File: src/rtl/psia_pkg.sv
// Shared constants, types and helpers for the start-up and I/O addressing block.
package psia_pkg;

    localparam int SLOTS = 32;
    localparam int SLOT_W = 5;
    localparam logic [2:0] RAIL_MASK = 3'h7;
    localparam logic [3:0] RAIL_LIMIT = 4'h8;
    localparam logic [5:0] FIRST_SLOT = 6'h04;
    localparam logic [10:0] DIO_BYTES = 11'h004;
    localparam logic [10:0] SPAN_BYTES = 11'h010;
    localparam logic [10:0] ANA_BASE = 11'h100;
    localparam logic [11:0] IO_SPACE = 12'h800;
    localparam logic [10:0] IMAGE_SIZE = 11'h080;
    localparam logic [7:0] RETAIN_DAYS = 8'h1e;
    localparam int BATT_CLEAR_SEC = 30;
    localparam int CLK_HZ = 100_000_000;
    localparam logic [63:0] BATT_CLEAR_CYC64 = 64'(BATT_CLEAR_SEC) * 64'(CLK_HZ);
    localparam logic [7:0] PWR_FAULT_BLOCK = 8'h51;
    localparam logic [6:0] SERIAL_STATION = 7'h02;
    localparam logic [15:0] SERIAL_RATE_100BPS = 16'h0753;

    typedef enum logic [2:0] {
        KIND_NONE,
        KIND_DIGITAL,
        KIND_ANALOG,
        KIND_FUNC,
        KIND_COMM
    } psia_kind_e;

    typedef enum logic [1:0] {
        ACC_NOP,
        ACC_LOAD,
        ACC_ARITH
    } psia_acc_op_e;

    typedef enum {
        BOOT_OFF,
        BOOT_CHECK,
        BOOT_RESET,
        BOOT_LOAD,
        BOOT_SCAN,
        BOOT_STOP,
        BOOT_RUN
    } psia_boot_e;

    typedef struct packed {
        logic valid;
        psia_kind_e kind;
        logic [10:0] base;
    } psia_entry_s;

    typedef struct packed {
        psia_kind_e kind;
        logic cfg_valid;
        logic [10:0] cfg_addr;
    } psia_slot_s;

    typedef struct packed {
        logic [3:0][31:0] acc;
    } psia_accu_s;

    function automatic logic [10:0] psia_span(input psia_kind_e k);
        if (k == KIND_DIGITAL)
        begin
            return DIO_BYTES;
        end
        return SPAN_BYTES;
    endfunction

endpackage

File: src/rtl/psia_top.sv
// Start-up sequencing, backplane address allocation and address lookup of the controller.
// Behaviour
// - Valid backed program at power-on runs.
// - Backup retention ends after 30 days.
// - Lost backup forces automatic overall reset first.
// - After reset, load card contents if present.
// - Without card, load stored protected blocks.
// - Unbuffered start runs only with handler present.
// - Log unbuffered overall reset as diagnostic event.
// - Battery flag clears after 30 s charged.
// - Digital modules addressed from zero by slot; code gives first slot 4 address 12.
// - Analog modules at even addresses from 256; code gives first slot 4 address 304.
// - Peripheral space 0..2047, images 0..127.
// - Refresh images at every completed program cycle.
// - Eight configured per rail, 32 per row.
// - Digital 4 bytes, others 16 bytes.
// - Digital start is four times slot minus one.
// - Others: sixteen times slot minus one, plus 256.
// - Configured addresses override automatic ones.
// - Arithmetic moves accumulators 3,4 into 2,3.
// - Serial port stays at station 2, 187.5k.
// - No network address after overall reset.
// - Assigned network address persists until replaced, or cleared by overall reset or factory reset.
// - Power-on follows the mode switch.
`timescale 1ns/1ns
`default_nettype none
module psia_top
    import psia_pkg::*;
#(
    parameter logic [31:0] BATT_CLEAR_CYCLES = BATT_CLEAR_CYC64[31:0]
)
(
    input wire logic clk,
    input wire logic reset,
    input wire logic power_good,
    input wire logic ram_valid,
    input wire logic [7:0] off_days,
    input wire logic battery_empty,
    input wire logic battery_full,
    input wire logic run_sel,
    input wire logic handler_present,
    input wire logic card_present,
    input wire logic protected_present,
    input wire logic load_done,
    input wire logic hw_cfg_present,
    input wire psia_slot_s slot_info,
    input wire logic cycle_done,
    input wire logic [10:0] lookup_addr,
    input wire logic ip_assign,
    input wire logic ip_from_hw_cfg,
    input wire logic factory_reset,
    input wire logic [31:0] ip_data,
    input wire psia_acc_op_e acc_op,
    input wire logic [31:0] acc_value,
    output logic running,
    output logic overall_reset,
    output logic diag_unbuffered_reset,
    output logic cell_backup_fault_flag,
    output logic load_req,
    output logic load_from_card,
    output logic [5:0] scan_slot,
    output logic scan_done,
    output logic image_refresh,
    output logic lookup_hit,
    output logic [SLOT_W-1:0] lookup_index,
    output logic [10:0] lookup_offset,
    output logic lookup_in_image,
    output logic ip_valid,
    output logic [31:0] ip_addr,
    output logic [7:0] power_fault_handler_block,
    output logic [6:0] serial_station,
    output logic [15:0] serial_rate_100bps,
    output logic [3:0][31:0] accumulators
);
    typedef struct packed {
        psia_boot_e boot;
        logic [SLOT_W-1:0] idx;
        logic [3:0] rail_cnt;
        logic [31:0] chg_cnt;
        logic bat_flag;
        logic unbuffered;
        logic scanned;
        logic load_req;
        logic from_card;
        logic ovr_pulse;
        logic diag_pulse;
        logic refresh;
        logic hit;
        logic [SLOT_W-1:0] hit_idx;
        logic [10:0] hit_off;
        logic in_image;
        logic ip_valid;
        logic [31:0] ip;
        psia_entry_s [SLOTS-1:0] table_e;
    } psia_state_s;

    psia_state_s s_q;
    psia_state_s s_d;
    psia_entry_s new_entry;
    logic backup_lost;
    logic rail_full;
    logic [SLOTS-1:0] hit_vec;
    logic [SLOTS-1:0][10:0] off_vec;
    logic [5:0] cur_slot;

    assign cur_slot = 6'(s_q.idx) + FIRST_SLOT;
    // The count left over from the previous rail must not refuse a new rail's first slot.
    assign rail_full = hw_cfg_present && (s_q.idx[2:0] != 3'h0)
        && (s_q.rail_cnt >= RAIL_LIMIT);

    psia_addr_calc u_calc (
        .slot_num(cur_slot),
        .slot_info(slot_info),
        .use_cfg(hw_cfg_present),
        .entry(new_entry)
    );

    psia_accu u_accu (
        .clk(clk),
        .reset(reset),
        .op(acc_op),
        .value(acc_value),
        .acc(accumulators)
    );

    // Backed contents are distrusted once the retention window or the cell is gone.
    // A flag still standing from an earlier short power cycle forces the same path.
    assign backup_lost = !ram_valid || (off_days > RETAIN_DAYS) || battery_empty
        || s_q.bat_flag;

    genvar g;
    generate
        for (g = 0; g < SLOTS; g++)
        begin : g_lookup
            logic [11:0] top;
            assign off_vec[g] = lookup_addr - s_q.table_e[g].base;
            assign top = 12'(s_q.table_e[g].base) + 12'(psia_span(s_q.table_e[g].kind));
            assign hit_vec[g] = s_q.table_e[g].valid && (lookup_addr >= s_q.table_e[g].base)
                && (12'(lookup_addr) < top);
        end
    endgenerate

    always_comb
    begin
        s_d = s_q;
        s_d.ovr_pulse = 1'b0;
        s_d.diag_pulse = 1'b0;
        s_d.refresh = 1'b0;

        s_d.hit = |hit_vec;
        s_d.hit_idx = '0;
        s_d.hit_off = '0;
        for (int i = SLOTS - 1; i >= 0; i--)
        begin
            if (hit_vec[i])
            begin
                s_d.hit_idx = SLOT_W'(i);
                s_d.hit_off = off_vec[i];
            end
        end
        s_d.in_image = lookup_addr < IMAGE_SIZE;

        // The flag only drops after one long enough interval on a charged cell.
        if (power_good && battery_full && s_q.bat_flag)
        begin
            if (s_q.chg_cnt >= BATT_CLEAR_CYCLES - 32'h0000_0001)
            begin
                s_d.bat_flag = 1'b0;
                s_d.chg_cnt = '0;
            end
            else
            begin
                s_d.chg_cnt = s_q.chg_cnt + 32'h0000_0001;
            end
        end
        else
        begin
            s_d.chg_cnt = '0;
        end

        if (ip_from_hw_cfg || ip_assign)
        begin
            s_d.ip = ip_data;
            s_d.ip_valid = 1'b1;
        end
        if (factory_reset)
        begin
            s_d.ip = '0;
            s_d.ip_valid = 1'b0;
        end

        unique case (s_q.boot)
            BOOT_OFF:
            begin
                if (power_good)
                begin
                    s_d.boot = BOOT_CHECK;
                end
            end
            BOOT_CHECK:
            begin
                s_d.idx = '0;
                s_d.rail_cnt = '0;
                s_d.scanned = 1'b0;
                if (battery_empty)
                begin
                    s_d.bat_flag = 1'b1;
                end
                s_d.unbuffered = backup_lost;
                s_d.boot = backup_lost ? BOOT_RESET : BOOT_SCAN;
            end
            BOOT_RESET:
            begin
                s_d.ovr_pulse = 1'b1;
                s_d.diag_pulse = 1'b1;
                s_d.ip = '0;
                s_d.ip_valid = 1'b0;
                s_d.table_e = '0;
                s_d.from_card = card_present;
                s_d.load_req = card_present || protected_present;
                s_d.boot = BOOT_LOAD;
            end
            BOOT_LOAD:
            begin
                if (!s_q.load_req || load_done)
                begin
                    s_d.load_req = 1'b0;
                    s_d.boot = BOOT_SCAN;
                end
            end
            BOOT_SCAN:
            begin
                if (s_q.idx[2:0] == 3'h0)
                begin
                    s_d.rail_cnt = '0;
                end
                if (new_entry.valid && !rail_full)
                begin
                    s_d.table_e[s_q.idx] = new_entry;
                    if (s_q.idx[2:0] != 3'h0)
                    begin
                        s_d.rail_cnt = s_q.rail_cnt + 4'h1;
                    end
                    else
                    begin
                        s_d.rail_cnt = 4'h1;
                    end
                end
                else
                begin
                    s_d.table_e[s_q.idx] = '0;
                end
                if (s_q.idx == SLOT_W'(SLOTS - 1))
                begin
                    s_d.scanned = 1'b1;
                    s_d.boot = BOOT_STOP;
                end
                else
                begin
                    s_d.idx = s_q.idx + SLOT_W'(1);
                end
            end
            BOOT_STOP:
            begin
                if (run_sel && s_q.scanned && (!s_q.unbuffered || handler_present))
                begin
                    s_d.boot = BOOT_RUN;
                end
            end
            BOOT_RUN:
            begin
                // A cycle that completes as the switch leaves run still gets its refresh.
                if (cycle_done)
                begin
                    s_d.refresh = 1'b1;
                end
                if (!run_sel)
                begin
                    s_d.boot = BOOT_STOP;
                end
            end
            default:
            begin
                s_d.boot = BOOT_OFF;
            end
        endcase

        if (!power_good)
        begin
            s_d.boot = BOOT_OFF;
            s_d.load_req = 1'b0;
        end
    end

    always_ff @(posedge clk or posedge reset)
    begin
        if (reset)
        begin
            s_q <= '0;
            s_q.boot <= BOOT_OFF;
        end
        else
        begin
            s_q <= s_d;
        end
    end

    assign running = s_q.boot == BOOT_RUN;
    assign overall_reset = s_q.ovr_pulse;
    assign diag_unbuffered_reset = s_q.diag_pulse;
    assign cell_backup_fault_flag = s_q.bat_flag;
    assign load_req = s_q.load_req;
    assign load_from_card = s_q.from_card;
    assign scan_slot = cur_slot;
    assign scan_done = s_q.scanned;
    assign image_refresh = s_q.refresh;
    assign lookup_hit = s_q.hit;
    assign lookup_index = s_q.hit_idx;
    assign lookup_offset = s_q.hit_off;
    assign lookup_in_image = s_q.in_image;
    assign ip_valid = s_q.ip_valid;
    assign ip_addr = s_q.ip;
    assign power_fault_handler_block = PWR_FAULT_BLOCK;
    assign serial_station = SERIAL_STATION;
    assign serial_rate_100bps = SERIAL_RATE_100BPS;
endmodule
`default_nettype wire

File: src/rtl/psia_addr_calc.sv
// Computes the bus address entry of one backplane slot.
`timescale 1ns/1ns
`default_nettype none
module psia_addr_calc
    import psia_pkg::*;
(
    input wire logic [5:0] slot_num,
    input wire psia_slot_s slot_info,
    input wire logic use_cfg,
    output psia_entry_s entry
);
    logic [10:0] slot_m1;
    logic [10:0] base;
    logic [11:0] top;

    always_comb
    begin
        slot_m1 = 11'(slot_num) - 11'h001;
        if (use_cfg)
        begin
            base = slot_info.cfg_addr;
        end
        else if (slot_info.kind == KIND_DIGITAL)
        begin
            base = 11'(slot_m1 << 2);
        end
        else
        begin
            base = 11'(slot_m1 << 4) + ANA_BASE;
        end
        top = 12'(base) + 12'(psia_span(slot_info.kind));
        entry.kind = slot_info.kind;
        entry.base = base;
        // An entry that would run past the peripheral space is not mapped at all.
        entry.valid = (slot_info.kind != KIND_NONE) && (top <= IO_SPACE)
            && (!use_cfg || slot_info.cfg_valid);
    end
endmodule
`default_nettype wire

File: src/rtl/psia_accu.sv
// Four-deep accumulator stack with the arithmetic side effect on the upper accumulators.
`timescale 1ns/1ns
`default_nettype none
module psia_accu
    import psia_pkg::*;
(
    input wire logic clk,
    input wire logic reset,
    input wire psia_acc_op_e op,
    input wire logic [31:0] value,
    output logic [3:0][31:0] acc
);
    psia_accu_s s_q;
    psia_accu_s s_d;

    always_comb
    begin
        s_d = s_q;
        unique case (op)
            ACC_NOP:
            begin
                s_d = s_q;
            end
            ACC_LOAD:
            begin
                s_d.acc[3] = s_q.acc[2];
                s_d.acc[2] = s_q.acc[1];
                s_d.acc[1] = s_q.acc[0];
                s_d.acc[0] = value;
            end
            ACC_ARITH:
            begin
                // Programs that expect accumulator 2 untouched will see it overwritten here.
                s_d.acc[0] = value;
                s_d.acc[1] = s_q.acc[2];
                s_d.acc[2] = s_q.acc[3];
            end
            default:
            begin
                s_d = s_q;
            end
        endcase
    end

    always_ff @(posedge clk or posedge reset)
    begin
        if (reset)
        begin
            s_q <= '0;
        end
        else
        begin
            s_q <= s_d;
        end
    end

    assign acc = s_q.acc;
endmodule
`default_nettype wire

File: config.mk
export PLATFORM = sky130hd
export DESIGN_NAME = psia_top
export DESIGN_NICKNAME = d
export VERILOG_FILES = /design/src/rtl/psia_pkg.sv /design/src/rtl/psia_top.sv /design/src/rtl/psia_addr_calc.sv /design/src/rtl/psia_accu.sv
export SDC_FILE = /design/constraint.sdc
export NUM_CORES = 2
export LEC_CHECK = 0
export ABC_CLOCK_PERIOD_IN_PS = 52000
export BUFFER_PORTS_ARGS = -buffer_cell sky130_fd_sc_hd__buf_2
export CORE_ASPECT_RATIO = 1.1
export CORE_MARGIN = 5
export CORE_UTILIZATION = 34
export DETAILED_ROUTE_END_ITERATION = 10
export HOLD_SLACK_MARGIN = 0.08
export PLACE_DENSITY = 0.62
export SYNTH_ARGS = -nofsm -noshare
export SYNTH_HDL_FRONTEND = slang
export SYNTH_SLANG_ARGS = --single-unit
File: constraint.sdc
create_clock -name clk -period 52 [get_ports clk]
set_clock_uncertainty 0.1 [all_clocks]
set_input_delay 5.2 -clock clk [delete_from_list [all_inputs] [get_ports clk]]
set_output_delay 5.2 -clock clk [all_outputs]
set_load 0.05 [all_outputs]
==> metrics.yaml <==
drive_above_1_share_pct: 9.68
ant_nets: 0
clockPowerShare_pct: 36.3
r2r_cells: 20
finalWirelength_mm: 239
cts.sinks: 710
vdd_drop_max_mv: 0.0363
crit_fanout: 20
cts_made_buffers: 88
cp_num_buf_inv: 4
rsz0062_at_grt: "false"
drv_cap: 0
drt-pass1-iter-count: 6
syn_to_final_growth_pct: 11.5
slowest_stage: "a211oi_1"
finalCriticalPeriod_ps: 10320
maxSlewHeadroom_pct: 9.87
setup_viol: 0
fin_nets: 8029
r2r_slack_ps: 46390
p_leak_uw: 0.0285
hold_violations: 0
coreArea_um2: 175000
reg2reg_from: "s_q[462]"
cts_hold_buf: 0
dp_hpwl_mm: 174
grt_antenna_before_repair: 17
grt_pass1_wl_mm: 353
start_util_pct: 34.2
hold_end: "s_q[131]"
syn_inst: 6935
utilization_pct: 38.1
setup-tns-final_ps: 0
outcome: "finished, final reports clean"
tritoncts: "built"
drv_slew: 0
yosysWarnings: 0
synthMostInstantiatedCell: "ha_1"
portBuffers: 308
p_sw_uw: 692
clock_path_buffers: 3
swShare_pct: 38.4
critPathMaxStageDelay_ps: 770
critPathArrivalTime_ps: 10760
die_h_um: 450
vias: 55700
period_share_pct: 19.8
row_count: 161
clockRootBuffer: "clkbuf_16"
drtIter0Drc: 5070
worstMarginPinSlew_ps: 1340
clk_pin_slew_ps: 70
fmax_mhz: 96.9
critPathRequiredTime_ps: 52440
min_from: "s_q[131]"
fillers: 17700
synth-edff-count: 0
ys_ff_latch: 710
synth.cells.most_frequent: "753 x ha_1, 716 x nand2_1, 710 x dfrtp_1"
wire_per_inst_um: 25.2
end_kind: "register"
crit_family: "compound AO/OA/AOI/OAI gates"
path_class: "in -> reg"
grt_max_degree: 164
track_usage_pct: 25.1
crit_path_start_kind: "primary input"
drt-vias-per-instance: 5.87
grt_overflow: 0
clk_latency_ps: 730
ios: 340
ys_seq_area_share_pct: 29.7
yosysTopAreaCell: "dfrtp_1"
ys_types: 92
post_cts_buffers: 0
power.density_nw_per_um2: 27.0
holdWs_ps: 380
syn_area_per_cell_um2: 8.63
h-tree-depth: 3
synth_ff_type: "dfrtp_1"
seqPwrFrac_pct: 34.9
drc_errors: 0
synth.area.top_cells: "dfrtp_1 30%, ha_1 16%, xnor2_1 5.6%, nand2_1 4.5%, o21ai_0 4.3%"
async_reset_ff_share_pct: 100
die_width_um: 410
rr_endpoint: "lookup_offset[2]"
grt_pass1_vias: 54300
hold_class: "reg -> reg"
place_congestion: 0.966
synth_top_area_share_pct: 29.7
p_int_uw: 1110
path_cells: "buf_2 -> buf_4 -> clkinv_2 -> buf_4 -> fa_1 -> nor2b_1 -> o211ai_1 -> a21oi_1 -> o21ai_0 -> and2_1 -> or2_1 -> a221o_1 -> a41oi_1 -> o221ai_1 -> a211oi_1 -> o221ai_1"
min_path_cells: 2
syn-cell-area_um2: 59800
ctsResizeCount: 0
p_comb_share_pct: 28.7
die-area_um2: 184000
[worst max path at each step]
stage                        start                     end  slack, ps  cells past startpoint
finish              lookup_addr[1]        lookup_offset[5]      41680                     16
global route        lookup_addr[1]        lookup_offset[5]      41630                     16
CTS                 lookup_addr[1]        lookup_offset[5]      41860                     16
detailed placement  lookup_addr[1]        lookup_offset[5]      41110                     16
global placement     slot_info[12]                s_q[466]      41200                     17
floorplan                    reset  cell_backup_fault_flag      26790                      1
[worst reg2reg max path: cells and delay by family (launching register included)]
| kind | cells | cell delay [ps] |
|---|---|---|
| AOI/OAI and AO/OA | 10 | 3420 |
| xor gates and xnor gates | 1 | 140 |
| adders and majority gates | 3 | 630 |
| buffers and inverters | 1 | 80 |
| DFF | 1 | 380 |
| and+or+nand+nor | 5 | 760 |
[layout make-up]
| class | count | area [µm²] | share of cell area, % |
|---|---|---|---|
| multi-input cells | 5429 | 38900 | 58.4 |
| inverters | 516 | 1950 | 2.92 |
| clock inverters | 40 | 452 | 0.677 |
| repair buffers | 383 | 2140 | 3.21 |
| diodes | 8 | 20.0 | 0.0300 |
| flip-flops and latches | 710 | 17800 | 26.6 |
| well taps | 2282 | 2860 | 4.28 |
| clock buffers | 120 | 2590 | 3.88 |
[cell usage in the layout, fill, tap and decap left out, types with 21 or more instances in the layout]
cell and instances:
clkbuf_16 91, buf_2 299, o21bai_1 26, conb_1 31
o211ai_1 59, o31ai_1 44, a2111oi_0 22, fa_1 32
nor2b_1 99, and2_1 29, a21o_1 118, xor2_1 114
a22o_1 230, xnor2_1 384, nor4_1 60, o22ai_1 21
buf_4 83, a211oi_1 66, or3_1 30, nor2_1 425
o31a_1 28, ha_1 752, mux2i_1 77, inv_1 511
nand2_1 712, dfrtp_1 710, nand4_1 95, and3_1 31
nor3_1 156, a221oi_1 23, o21a_1 96, nand3_1 149
o21ai_1 28, a32o_1 47, mux2_2 66, o21ai_0 510
a21oi_1 376, a31oi_1 68, nand2b_1 87
[state kept, by name, summed over array words and instances, names as in the netlist]
register / cells
u_accu.acc: 128
cell_backup_fault_flag: 1
ip_addr: 32
lookup_index: 5
load_from_card: 1
ip_valid: 1
lookup_in_image: 1
load_req: 1
diag_unbuffered_reset: 1
s_q: 525
lookup_hit: 1
scan_done: 1
lookup_offset: 11
image_refresh: 1
[power groups by stage]
stage	clock network (µW)	logic, µW	registers, µW
floorplan	0	251	721
detailed placement	0	510	638
finish	655	518	630
CTS	668	512	629
global placement	0	507	637
global route	688	550	634
[kinds of logic (layout without fill, tap and decap cells)]
| logic type | Yosys count | count (layout) | share of synthesized area (%) |
|---|---|---|---|
| simple gates | 1989 | 1989 | 15.5 |
| compound gates | 1983 | 1983 | 22.4 |
| buf+inv | 825 | 1059 | 5.76 |
| fa+ha+maj | 785 | 785 | 16.8 |
| flops | 710 | 710 | 29.7 |
| xor+xnor | 498 | 498 | 7.29 |
| mux | 143 | 143 | 2.53 |
| other cells | 2 | 39 | 0.0126 |
[layer usage]
| metal | track usage [%] | vias to the layer above | share of wire [%] |
|---|---|---|---|
| met5 | 0 | - | 0.011 |
| met4 | 14.6 | 4 | 6.8 |
| met3 | 5.61 | 552 | 8.6 |
| met2 | 38.7 | 2459 | 43 |
| met1 | 32.2 | 27300 | 41 |
| li1 | - | 25400 | - |
[through the flow]
stage	instance area [µm²]	cells	setup WS, ps	power [µW]
2_1_floorplan	59900	6964	26790	972
3_3_place_gp	63600	9320	41200	1140
3_5_place_dp	63600	9320	41110	1150
4_1_cts	66700	9480	41860	1810
5_1_grt	66700	9483	41630	1870
6_report	66700	9488	41680	1800
Note: power is estimated with default switching activity, not from simulation.
